## src/hw/umls_pkg.sv

```systemverilog
package umls_pkg;
  // ----------------------------------------------------------------
  // Register map
  // ----------------------------------------------------------------
  localparam logic [7:0] ADDR_THR = 8'h00;
  localparam logic [7:0] ADDR_IER = 8'h04;
  localparam logic [7:0] ADDR_MCR = 8'h10;
  localparam logic [7:0] ADDR_LSR = 8'h14;
  localparam logic [7:0] ADDR_MSR = 8'h18;
  localparam logic [7:0] ADDR_EFR = 8'h20;
  localparam logic [7:0] ADDR_FEATURE_CONTROL_REG = 8'h24;
  localparam logic [7:0] ADDR_TXCTL = 8'h28;
  // ----------------------------------------------------------------
  // Field positions
  // ----------------------------------------------------------------
  localparam int MC_PRESC = 7;
  localparam int MC_IRDA = 6;
  localparam int MC_XANY = 5;
  localparam int MC_LOOP = 4;
  localparam int MC_SIMM = 3;
  localparam int MC_SEL = 2;
  localparam int MC_RTS = 1;
  localparam int MC_DTR = 0;
  localparam int EF_ENH = 4;
  localparam int EF_AUTO = 6;
  localparam int IE_LINE = 2;
  localparam int IE_MODEM = 3;
  localparam int FC_RXINV = 4;
  localparam int TC_DIS = 0;
  // ----------------------------------------------------------------
  // Reset values and timing
  // ----------------------------------------------------------------
  localparam logic [7:0] MCR_RST = 8'h00;
  localparam logic [7:0] REG_RST = 8'h00;
  localparam logic [1:0] PRESC_LAST = 2'h3;
  localparam logic [3:0] IR_PULSE = 4'h3;
  localparam logic [1:0] RESP_OKAY = 2'h0;
  localparam logic [1:0] RESP_SLVERR = 2'h2;
  typedef enum logic [2:0] {
    SI_IDLE = 3'b001,
    SI_WAIT = 3'b010,
    SI_SEND = 3'b100
  } umls_si_type;
endpackage : umls_pkg

```

## src/hw/umls_top.sv

```systemverilog
`timescale 1ns/10ps
// Functional notes
// - Prescaler bit divides baud clock by four; writable only with enhanced enable.
// - Infrared enable loads from strap pin at reset release; software may overwrite only with enhanced enable.
// - Infrared mode routes serial through encoder/decoder; idle output low; optional invert.
// - Xon-any makes any received character resume transmission; off by default.
// - Loopback bit selects internal local loopback; normal mode after reset.
// - Send-immediate sends next holding write ahead of the queue, then self-clears.
// - Send-immediate waits for transmitter enabled; pending Xon/Xoff go first.
// - Loopback mirrors control bits 3,2,0,1 into status bits 7,6,5,4.
// - Auto flow uses RTS/CTS when select is 0, DTR/DSR when 1.
// - RTS and DTR outputs are the inverted control bits unless loopback (forced high) or auto flow owns them.
// - Line-status interrupt fires while an errored character is held, if enabled.
// - FIFO data error flag set while any entry has parity, framing or break.
// - Transmitter empty only when holding FIFO and shift register are both empty.
// - Transmit FIFO empty follows the FIFO or holding register emptiness.
// - Break flagged on a low frame; one break character loaded; held until idle.
// - Framing and parity errors belong to the character at the FIFO top.
// - New character with FIFO full sets overrun and is not pushed.
// - Data ready while at least one received character is held.
// - Normal mode shows complemented carrier, ring, DSR and CTS inputs.
// - Auto CTS/DSR flow stops after current character while the input is high.
// - Delta carrier flag on any change; modem interrupt when enabled.
// - Delta ring on ring end only; delta DSR and CTS on any change.
module umls_top (
  input wire logic aclk,
  input wire logic aresetn,
  input wire logic [7:0] s_axi_awaddr,
  input wire logic s_axi_awvalid,
  output logic s_axi_awready,
  input wire logic [31:0] s_axi_wdata,
  input wire logic [3:0] s_axi_wstrb,
  input wire logic s_axi_wvalid,
  output logic s_axi_wready,
  output logic [1:0] s_axi_bresp,
  output logic s_axi_bvalid,
  input wire logic s_axi_bready,
  input wire logic [7:0] s_axi_araddr,
  input wire logic s_axi_arvalid,
  output logic s_axi_arready,
  output logic [31:0] s_axi_rdata,
  output logic [1:0] s_axi_rresp,
  output logic s_axi_rvalid,
  input wire logic s_axi_rready,
  input wire logic infrared_strap_pin,
  input wire logic rx_pin,
  input wire logic cts_n,
  input wire logic dsr_n,
  input wire logic cd_n,
  input wire logic ri_n,
  input wire logic tx_serial,
  input wire logic baud16_tick,
  input wire logic rx_char_done,
  input wire logic rx_fifo_full,
  input wire logic rx_not_empty,
  input wire logic rx_top_pe,
  input wire logic rx_top_fe,
  input wire logic rx_top_bi,
  input wire logic rx_fifo_err,
  input wire logic rx_break_det,
  input wire logic rx_flow_stop,
  input wire logic tx_fifo_empty,
  input wire logic tsr_empty,
  input wire logic sw_flow_pending,
  input wire logic imm_taken,
  output logic baud_en,
  output logic tx_pin,
  output logic rx_to_core,
  output logic rts_n,
  output logic dtr_n,
  output logic tx_stop,
  output logic xon_resume,
  output logic rx_push,
  output logic brk_load,
  output logic thr_wr,
  output logic [7:0] thr_data,
  output logic imm_valid,
  output logic [7:0] imm_data,
  output logic line_irq,
  output logic modem_irq
);
  import umls_pkg::*;

  // ----------------------------------------------------------------
  // Bus slave
  // ----------------------------------------------------------------
  logic aw_have_q, w_have_q, bvalid_q, arready_q, rvalid_q;
  logic [7:0] awaddr_q, wdata_q;
  logic wstrb0_q;
  logic [1:0] bresp_q, rresp_q;
  logic [31:0] rdata_q;
  logic wr_go, rd_go, wr_lane;
  logic [7:0] mcr_q, ier_q, efr_q, feature_control_reg_q, txctl_q, lsr_c;
  logic [3:0] st_q, st_d, dlt_q;
  umls_si_type si_q;
  logic loop, armed;

  function automatic logic known(input logic [7:0] a);
    known = (a == ADDR_THR) || (a == ADDR_IER) || (a == ADDR_MCR) || (a == ADDR_LSR)
         || (a == ADDR_MSR) || (a == ADDR_EFR) || (a == ADDR_FEATURE_CONTROL_REG) || (a == ADDR_TXCTL);
  endfunction : known

  assign wr_go = aw_have_q && w_have_q && !bvalid_q;
  assign wr_lane = wr_go && wstrb0_q;
  assign rd_go = s_axi_arvalid && arready_q;
  assign loop = mcr_q[MC_LOOP];
  assign armed = mcr_q[MC_SIMM] && !loop;

  // Address and data are latched independently, so either may come first.
  always_ff @(posedge aclk)
  begin
    if (!aresetn)
    begin
      aw_have_q <= 1'b0;
      w_have_q <= 1'b0;
      awaddr_q <= REG_RST;
      wdata_q <= REG_RST;
      wstrb0_q <= 1'b0;
    end
    else
    begin
      if (s_axi_awvalid && !aw_have_q)
      begin
        aw_have_q <= 1'b1;
        awaddr_q <= s_axi_awaddr;
      end
      else if (wr_go)
        aw_have_q <= 1'b0;
      if (s_axi_wvalid && !w_have_q)
      begin
        w_have_q <= 1'b1;
        wdata_q <= s_axi_wdata[7:0];
        wstrb0_q <= s_axi_wstrb[0];
      end
      else if (wr_go)
        w_have_q <= 1'b0;
    end
  end

  always_ff @(posedge aclk)
  begin
    if (!aresetn)
    begin
      bvalid_q <= 1'b0;
      bresp_q <= RESP_OKAY;
    end
    else if (wr_go)
    begin
      bvalid_q <= 1'b1;
      bresp_q <= known(awaddr_q) && awaddr_q != ADDR_LSR && awaddr_q != ADDR_MSR
               ? RESP_OKAY : RESP_SLVERR;
    end
    else if (s_axi_bready)
      bvalid_q <= 1'b0;
  end

  always_ff @(posedge aclk)
  begin
    if (!aresetn)
    begin
      arready_q <= 1'b0;
      rvalid_q <= 1'b0;
      rdata_q <= 32'h0000_0000;
      rresp_q <= RESP_OKAY;
    end
    else
    begin
      arready_q <= !rvalid_q && !rd_go && !arready_q;
      if (rd_go)
      begin
        rvalid_q <= 1'b1;
        rresp_q <= known(s_axi_araddr) ? RESP_OKAY : RESP_SLVERR;
        unique case (s_axi_araddr)
          ADDR_IER: rdata_q <= {24'h00_0000, ier_q};
          ADDR_MCR: rdata_q <= {24'h00_0000, mcr_q};
          ADDR_LSR: rdata_q <= {24'h00_0000, lsr_c};
          ADDR_MSR: rdata_q <= {24'h00_0000, st_q, dlt_q};
          ADDR_EFR: rdata_q <= {24'h00_0000, efr_q};
          ADDR_FEATURE_CONTROL_REG: rdata_q <= {24'h00_0000, feature_control_reg_q};
          ADDR_TXCTL: rdata_q <= {24'h00_0000, txctl_q};
          default: rdata_q <= 32'h0000_0000;
        endcase
      end
      else if (s_axi_rready)
        rvalid_q <= 1'b0;
    end
  end

  // ----------------------------------------------------------------
  // Control registers
  // ----------------------------------------------------------------
  logic strap_load_q;

  always_ff @(posedge aclk)
  begin
    if (!aresetn)
    begin
      ier_q <= REG_RST;
      efr_q <= REG_RST;
      feature_control_reg_q <= REG_RST;
      txctl_q <= REG_RST;
    end
    else if (wr_lane)
    begin
      if (awaddr_q == ADDR_IER)
        ier_q <= wdata_q;
      if (awaddr_q == ADDR_EFR)
        efr_q <= wdata_q;
      if (awaddr_q == ADDR_FEATURE_CONTROL_REG)
        feature_control_reg_q <= wdata_q;
      if (awaddr_q == ADDR_TXCTL)
        txctl_q <= wdata_q;
    end
  end

  // The strap is caught one edge after release, since reset loads constants only.
  always_ff @(posedge aclk)
  begin
    if (!aresetn)
    begin
      strap_load_q <= 1'b1;
      mcr_q <= MCR_RST;
    end
    else
    begin
      strap_load_q <= 1'b0;
      if (strap_load_q)
        mcr_q[MC_IRDA] <= infrared_strap_pin;
      if (wr_lane && awaddr_q == ADDR_MCR)
      begin
        if (efr_q[EF_ENH])
          mcr_q[7:5] <= wdata_q[7:5];
        mcr_q[4:0] <= wdata_q[4:0];
      end
      else if (wr_lane && awaddr_q == ADDR_THR && armed)
        mcr_q[MC_SIMM] <= 1'b0;
    end
  end

  // ----------------------------------------------------------------
  // Send immediate
  // ----------------------------------------------------------------
  always_ff @(posedge aclk)
  begin
    if (!aresetn)
    begin
      si_q <= SI_IDLE;
      imm_data <= REG_RST;
      imm_valid <= 1'b0;
      thr_wr <= 1'b0;
      thr_data <= REG_RST;
    end
    else
    begin
      thr_wr <= 1'b0;
      unique case (si_q)
        SI_IDLE:
        begin
          if (wr_lane && awaddr_q == ADDR_THR && armed)
          begin
            si_q <= SI_WAIT;
            imm_data <= wdata_q;
          end
          else if (wr_lane && awaddr_q == ADDR_THR)
          begin
            thr_wr <= 1'b1;
            thr_data <= wdata_q;
          end
        end
        SI_WAIT:
        begin
          // wait for enable and flow characters
          if (!txctl_q[TC_DIS] && !sw_flow_pending)
          begin
            si_q <= SI_SEND;
            imm_valid <= 1'b1;
          end
        end
        SI_SEND:
        begin
          if (imm_taken)
          begin
            si_q <= SI_IDLE;
            imm_valid <= 1'b0;
          end
        end
      endcase
    end
  end

  // ----------------------------------------------------------------
  // Clock prescaler and serial routing
  // ----------------------------------------------------------------
  logic [1:0] pre_q;
  logic [3:0] ir_cnt_q;

  always_ff @(posedge aclk)
  begin
    if (!aresetn)
    begin
      pre_q <= 2'h0;
      baud_en <= 1'b0;
    end
    else
    begin
      pre_q <= pre_q + 2'h1;
      baud_en <= mcr_q[MC_PRESC] ? (pre_q == PRESC_LAST) : 1'b1;
    end
  end

  // The encoder phase runs free on the 16x tick; the pulse may start up to 13 ticks late.
  always_ff @(posedge aclk)
  begin
    if (!aresetn)
      ir_cnt_q <= 4'h0;
    else if (baud16_tick)
      ir_cnt_q <= ir_cnt_q + 4'h1;
  end

  always_ff @(posedge aclk)
  begin
    if (!aresetn)
    begin
      tx_pin <= 1'b1;
      rx_to_core <= 1'b1;
    end
    else if (loop)
    begin
      tx_pin <= !mcr_q[MC_IRDA];
      rx_to_core <= tx_serial;
    end
    else if (mcr_q[MC_IRDA])
    begin
      tx_pin <= !tx_serial && (ir_cnt_q < IR_PULSE);
      rx_to_core <= !(rx_pin ^ feature_control_reg_q[FC_RXINV]);
    end
    else
    begin
      tx_pin <= tx_serial;
      rx_to_core <= rx_pin;
    end
  end

  always_ff @(posedge aclk)
  begin
    if (!aresetn)
      xon_resume <= 1'b0;
    else
      xon_resume <= rx_char_done && mcr_q[MC_XANY];
  end

  // ----------------------------------------------------------------
  // Modem outputs and flow control
  // ----------------------------------------------------------------
  logic own_rts, own_dtr;
  assign own_rts = efr_q[EF_AUTO] && !mcr_q[MC_SEL];
  assign own_dtr = efr_q[EF_AUTO] && mcr_q[MC_SEL];

  always_ff @(posedge aclk)
  begin
    if (!aresetn)
    begin
      rts_n <= 1'b1;
      dtr_n <= 1'b1;
      tx_stop <= 1'b0;
    end
    else
    begin
      rts_n <= loop || (own_rts ? rx_flow_stop : !mcr_q[MC_RTS]);
      dtr_n <= loop || (own_dtr ? rx_flow_stop : !mcr_q[MC_DTR]);
      tx_stop <= efr_q[EF_AUTO] && !loop && (mcr_q[MC_SEL] ? dsr_n : cts_n);
    end
  end

  // ----------------------------------------------------------------
  // Line status
  // ----------------------------------------------------------------
  logic ovr_q, brk_hold_q, ovr_ev, lsr_rd;
  assign ovr_ev = rx_char_done && rx_fifo_full;
  assign lsr_rd = rd_go && s_axi_araddr == ADDR_LSR;
  // fifo error, tx empty, holding empty, ready
  assign lsr_c = {rx_fifo_err, tx_fifo_empty && tsr_empty, tx_fifo_empty,
                  rx_top_bi || brk_hold_q, rx_top_fe, rx_top_pe, ovr_q, rx_not_empty};

  // An overrun that lands on the clearing read stays set.
  always_ff @(posedge aclk)
  begin
    if (!aresetn)
    begin
      ovr_q <= 1'b0;
      rx_push <= 1'b0;
    end
    else
    begin
      ovr_q <= ovr_ev || (ovr_q && !lsr_rd);
      rx_push <= rx_char_done && !rx_fifo_full;
    end
  end

  always_ff @(posedge aclk)
  begin
    if (!aresetn)
    begin
      brk_hold_q <= 1'b0;
      brk_load <= 1'b0;
    end
    else
    begin
      brk_load <= rx_break_det && !brk_hold_q;
      brk_hold_q <= rx_break_det || (brk_hold_q && !rx_to_core);
    end
  end

  // ----------------------------------------------------------------
  // Modem status and interrupts
  // ----------------------------------------------------------------
  logic msr_rd;
  assign msr_rd = rd_go && s_axi_araddr == ADDR_MSR;
  assign st_d = loop ? {mcr_q[MC_SIMM], mcr_q[MC_SEL], mcr_q[MC_DTR], mcr_q[MC_RTS]}
                     : {!cd_n, !ri_n, !dsr_n, !cts_n};

  always_ff @(posedge aclk)
  begin
    if (!aresetn)
    begin
      st_q <= 4'h0;
      dlt_q <= 4'h0;
    end
    else
    begin
      st_q <= st_d;
      dlt_q[3] <= (st_d[3] ^ st_q[3]) || (dlt_q[3] && !msr_rd);
      dlt_q[2] <= (st_q[2] && !st_d[2]) || (dlt_q[2] && !msr_rd);
      dlt_q[1:0] <= (st_d[1:0] ^ st_q[1:0]) | (dlt_q[1:0] & {2{!msr_rd}});
    end
  end

  always_ff @(posedge aclk)
  begin
    if (!aresetn)
    begin
      line_irq <= 1'b0;
      modem_irq <= 1'b0;
    end
    else
    begin
      line_irq <= ier_q[IE_LINE] && (rx_fifo_err || rx_top_pe || rx_top_fe
                                     || rx_top_bi || ovr_q);
      modem_irq <= ier_q[IE_MODEM] && (dlt_q != 4'h0);
    end
  end

  assign s_axi_awready = !aw_have_q;
  assign s_axi_wready = !w_have_q;
  assign s_axi_bvalid = bvalid_q;
  assign s_axi_bresp = bresp_q;
  assign s_axi_arready = arready_q;
  assign s_axi_rvalid = rvalid_q;
  assign s_axi_rdata = rdata_q;
  assign s_axi_rresp = rresp_q;
endmodule : umls_top

```

## config.mk

```make
export PLATFORM = sky130hd
export DESIGN_NAME = umls_top
export DESIGN_NICKNAME = d
export VERILOG_FILES = /design/src/hw/umls_pkg.sv /design/src/hw/umls_top.sv
export SDC_FILE = /design/constraint.sdc
export NUM_CORES = 1
export LEC_CHECK = 0
export ABC_CLOCK_PERIOD_IN_PS = 2380
export BUFFER_PORTS_ARGS = -buffer_cell sky130_fd_sc_hd__buf_2
export CORE_UTILIZATION = 52
export DETAILED_ROUTE_END_ITERATION = 6
export GPL_ROUTABILITY_DRIVEN = 0
export PLACE_DENSITY = 0.9
export SYNTH_ARGS = -nofsm -noshare
export SYNTH_HDL_FRONTEND = slang
export SYNTH_SLANG_ARGS = --single-unit
```

## constraint.sdc

```tcl
create_clock -name aclk -period 2.38 [get_ports aclk]
set_input_delay 0.238 -clock aclk [delete_from_list [all_inputs] [get_ports aclk]]
set_output_delay 0.238 -clock aclk [all_outputs]
set_load 0.01 [all_outputs]
```

; ---- Word-level counts from Yosys, hierarchy flattened
; Index checks and enable logic that the tools add are counted.
[totals]
output_inout_bits = 70
ff_bits = 147
[classes]
n_eq_ne = 23
addsub = 2
order_cmp = 1
n_bitwise = 8
n_reduce_logical = 103
muxes = 33
[ops]
columns = op, count
row1 = 8-bit case mux with 7 select lines, 1
row2 = "8-bit by 5-bit == test with 1-bit output, second input constant", 6
row3 = "8-bit by 6-bit == test with 1-bit output, second input constant", 6
row4 = 1-bit logical AND, 34
row5 = 1-bit logical NOT, 25
row6 = 1-bit logical OR, 25
row7 = 1-bit two-way mux, 22
row8 = "8-bit by 3-bit == test with 1-bit output, second input constant", 2
row9 = 8-bit logical NOT, 2
row10 = "8-bit by 5-bit inequality test with 1-bit output, second input constant", 2
row11 = 3-bit two-way mux, 4
row12 = 2-bit AND reduction, 6
row13 = 2-bit nonzero test, 6
row14 = 3-bit case mux with 3 select lines, 1
row15 = 3-bit AND reduction, 3
row16 = 2-bit two-way mux, 3
row17 = "2-bit inequality test, second input constant", 3
row18 = "4-bit by 1-bit adder with 4-bit output, second input constant", 1
row19 = "4-bit by 2-bit less-than comparator with 1-bit output, second input constant", 1
row20 = 4-bit two-way mux, 1
row21 = 4-bit nonzero test, 1
row22 = "3-bit by 1-bit == test with 1-bit output, second input constant", 1
row23 = "3-bit by 2-bit == test with 1-bit output, second input constant", 1
row24 = "3-bit == test, second input constant", 1
row25 = other kinds (9), 12

; ---- Depth between registers and ports, before layout
[depth]
ltp_word = 11
ltp_mapped = 6

; ---- Worst setup path before layout
; Ideal clock, no wire load.
[synth_path]
path_kind = reg-to-reg
startpoint = register awaddr_q[0]
endpoint = register ier_q[7]
stages_incl_launch_ff = 6
path_slack_ns = 0.669
period_less_slack_ns = 1.711
arrival_ns = 1.584
path_buffers = 1
cell_sequence = dfxtp_1 > or4b_1 > nor4b_1 > buf_4 > mux2i_1 > nor2_1
[synth_via]
elab_chain_cells = 2
[synth_lines]
columns = item, line_no
row1 = "start, declared", umls_top.sv:88  ; logic [7:0] awaddr_q, wdata_q;
row2 = "start signal, assigned", umls_top.sv:125  ; awaddr_q <= s_axi_awaddr;
row3 = 8-bit by 3-bit == test with 1-bit output, umls_top.sv:205  ; if (awaddr_q == ADDR_IER)
row4 = 2-bit AND reduction (no line), --
row5 = "end signal, assigned", umls_top.sv:206  ; ier_q <= wdata_q;
row6 = "end, declared", umls_top.sv:93  ; logic [7:0] mcr_q, ier_q, efr_q, feature_control_reg_q, txctl_q, lsr_c;
; Every way passes these cells.
; A chain may end at the register's enable or synchronous reset.

; ---- Worst setup path in the final report
[layout_path]
startpoint = register si_q[1]
endpoint = register thr_data[5]
[layout_via]
elab_chain_cells = 2
[layout_lines]
columns = item, line_no
row1 = "start, declared", umls_top.sv:95  ; umls_si_type si_q;
row2 = "start signal, assigned", umls_top.sv:247  ; si_q <= SI_IDLE;
row3 = "start signal, assigned", umls_top.sv:261  ; si_q <= SI_WAIT;
row4 = "start signal, assigned", umls_top.sv:275  ; si_q <= SI_SEND;
row5 = 3-bit by 1-bit == test with 1-bit output, umls_top.sv:256  ; unique case (si_q)
row6 = 3-bit AND reduction (no line), --
row7 = "end signal, assigned", umls_top.sv:267  ; thr_data <= wdata_q;
row8 = "end, declared", umls_top.sv:76  ; output logic [7:0] thr_data,
; Every way passes these cells.

==> impl_metrics.py <==
metrics = {
    "setup_path": {
        "cp_top_family": "simple AND/OR/NAND/NOR gates",
        "critical_path_arrival_ps": 2550,
        "worstPathCellList": "nor3b_1 > nand3_1 > or4_1 > mux2i_1",
        "end_kind": "flop",
        "slowest_delay_ps": 710,
        "crit_fanout": 8,
        "critical_path_buf_inv_count": 0,
        "crit_slowest_cell": "or4_1",
        "path_class": "reg -> reg",
        "required_ps": 2820,
        "critPathLaunchType": "flop",
    },
    "pwr": {
        "p_per_area_nw_per_um2": 748,
        "seqPwrFrac_pct": 42.6,
        "leakagePower_uw": 0.00293,
        "switching_share_pct": 24.4,
        "clkPwrFrac_pct": 49.6,
        "pwr-share-comb_pct": 7.7,
        "ir_drop_mv": 0.496,
        "p_int_uw": 3820,
        "p_sw_uw": 1230,
    },
    "clock_tree": {
        "insertion_delay_ps": 530,
        "cts_buffers": 17,
        "cts_buffer_depth": 2,
        "root_buffer": "clkbuf_8",
        "path_clk_slew_ps": 60,
        "cts_tree": "built",
        "cts.sinks": 121,
        "postCtsSetupBuffers": 0,
        "h-tree-depth": 4,
    },
    "global_routing": {
        "first_global_vias": 5056,
        "antenna_found_initial": 0,
        "grt_pass1_wl_um": 24500,
        "gr-usage-all-layers_pct": 28.5,
        "grt_remaining_overflow": 0,
        "grt_max_degree": 76,
    },
    "timing": {
        "slew_headroom_pct": 43.1,
        "setup_viol_count_final": 0,
        "hold_viol": 0,
        "tightest_slew_ps": 853,
        "holdWs_ps": 16.1,
        "finalClockSkew_ps": 9.93,
        "finalMaxSlewViolations": 0,
        "fmax_mhz": 476,
        "fin_ws_ps": 278,
        "fin_crit_sh_pct": 88.3,
        "rsz0062_at_grt": "false",
        "period_minus_slack_ps": 2100,
        "fin_setup_tns_ps": 0,
    },
    "layout": {
        "nNetsFinal": 801,
        "antennaDiodeCount": 0,
        "syn_to_final_growth_pct": 24.8,
        "drive_gt1_share_pct": 19.8,
    },
    "floorplan": {
        "rows": 36,
        "die_y_um": 104,
        "die_area_um2": 10800,
        "io_pins": 150,
        "die_w_um": 104,
        "start_util_pct": 54.6,
        "core_um2": 9910,
    },
    "detailed_routing": {
        "dr.pass1.iters": 5,
        "via_per_inst": 5.80,
        "wl_um": 15000,
        "num_vias": 5019,
        "drc": 0,
        "avgRoutedWirePerCell_um": 17.3,
        "drt-initial-drc-count": 367,
        "ant_nets": 0,
    },
    "synthesis": {
        "synthDominantCellAreaShare_pct": 44.8,
        "synth_ff_type": "dfxtp_1",
        "synthCells": 603,
        "synth_top_area_cell": "dfxtp_1",
        "synth-seq-cells": 121,
        "yosys_warnings": 0,
        "synthDistinctLibCells": 53,
        "synthArstFlopShare_pct": 0,
        "seq_area_frac_synth_pct": 44.8,
        "synth_edf_count": 0,
        "syn_area_per_cell_um2": 8.98,
        "syn-cell-area_um2": 5410,
        "synthTopCellsByArea": "dfxtp_1 45%, mux2i_1 14%, nand2_1 5.3%",
    },
    "outcome": {
        "outcome": "finished clean",
    },
    "placement": {
        "portBuffers": 96,
        "dp_hpwl_um": 9570,
        "pre_cts_slack_ps": 353,
    },
    "run": {
        "cap_violations": 0,
    },
    "hold_path": {
        "hold_class": "in -> reg",
    },
}
## cells in the final DEF (no fill, tap or decap), types with 4 or more instances in the layout
cell type / Yosys / final
dfxtp_1: 121 / 121
buf_2: 4 / 96
nand2_1: 77 / 77
mux2i_1: 75 / 75
nor2_1: 71 / 71
dlygate4sd3_1: 0 / 28
a21oi_1: 26 / 26
conb_1: 1 / 26
nand3b_1: 20 / 20
clkbuf_16: 0 / 16
inv_1: 14 / 13
nor3_1: 10 / 10
o21ai_0: 10 / 10
buf_4: 27 / 10
nor2b_1: 9 / 9
a211oi_1: 8 / 8
nand3_1: 8 / 8
a221oi_1: 7 / 7
a32oi_1: 6 / 6
a22o_1: 5 / 5
nand2b_1: 5 / 5
nor4_1: 5 / 5
xnor2_1: 5 / 5
or4b_1: 4 / 4
and2_1: 4 / 4
o211ai_1: 4 / 4
clkbuf_8: 0 / 4
## cells by family (layout without fill, tap and decap cells)
family | after synthesis | in the layout | share of synthesized area (%)
simple gates | 239 | 239 | 22.1
flops | 121 | 121 | 44.8
compound gates | 81 | 81 | 10.1
mux | 76 | 76 | 14.1
buf+inv | 76 | 180 | 7.26
xor+xnor | 7 | 7 | 1.13
fa+ha+maj | 2 | 2 | 0.462
other cells | 1 | 26 | 0.0693
## cell usage after synthesis (3+ instances only)
cell type / count
and2_1: 4
nor4b_1: 3
a211oi_1: 8
a32oi_1: 6
nor4_1: 5
buf_4: 27
or3_1: 3
xnor2_1: 5
nand2b_1: 5
nor3b_1: 3
buf_1: 5
o211ai_1: 4
nor2_1: 71
a22o_1: 5
clkbuf_1: 25
buf_2: 4
nand3b_1: 20
o21ai_0: 10
or4b_1: 4
o22ai_1: 3
inv_1: 14
mux2i_1: 75
nand2_1: 77
a21oi_1: 26
nand4_1: 3
nand3_1: 8
nor2b_1: 9
nor3_1: 10
dfxtp_1: 121
a221oi_1: 7
## metrics by stage
step                      util, %  instance area [um2]  std cells  total power, uW
final                        68.2                 6760        865             5050
after CTS                    68.2                 6760        865             5050
after global routing         68.2                 6760        865             5210
after global placement       59.5                 5890        805             2520
after floorplan                 -                 5510        628             2430
after detailed placement     59.5                 5890        805             2530
## sequential cells by signal (all words and copies together), names as in the netlist, 2 cells and up
signal,flops
s_axi_rdata,8
awaddr_q,8
ier_q,8
efr_q,8
txctl_q,8
ir_cnt_q,4
thr_data,8
mcr_q,8
imm_data,8
si_q,3
feature_control_reg_q,8
dlt_q,4
wdata_q,8
pre_q,2
st_q,4
## worst reg2reg max path: cells and delay by family, from the launching register on
family / cells / cell delay (ps)
flops: 1 / 370
mux: 1 / 290
simple gates: 3 / 1360
## power groups by stage
stage                     Combinational, uW  Sequential [uW]  Clock [uW]
after floorplan                         259             2170           0
after global placement                  327             2190           0
after detailed placement                341             2190           0
after CTS                               381             2150        2520
after global routing                    423             2160        2630
final                                   390             2160        2510
## layer usage
layer / global-route usage (%) / part of all wire (%)
met2: 48.5 / 48
met4: 14.0 / 3.4
met1: 33.6 / 40
met3: 6.95 / 8.8
met5: 0 / 0
## layout make-up
| type | count | area, um2 |
|---|---|---|
| Tap cell | 133 | 166 |
| Sequential cell | 121 | 2420 |
| Fill cell | 760 | 3150 |
| Multi-Input combinational cell | 431 | 2700 |
| Clock inverter | 10 | 119 |
| Timing Repair Buffer | 134 | 836 |
| Inverter | 14 | 52.6 |
| Clock buffer | 22 | 463 |
## final timing paths
path                 end  startpoint  slack (ps)  cells after the start
max          thr_data[5]     si_q[1]         280                      4
min             line_irq   rx_top_bi          20                      2
max reg2reg  thr_data[5]     si_q[1]         280                      4
min reg2reg     pre_q[0]    pre_q[0]         440                      1
## repair_timing
item / 4_1_cts / 5_1_grt
setup endpoints to repair: 0 / 0
hold buffers: 28 / 0
endpoints found under the hold margin: 28 / 0
gates resized for setup: 0 / 0
Power figures use the tool's default switching activity.
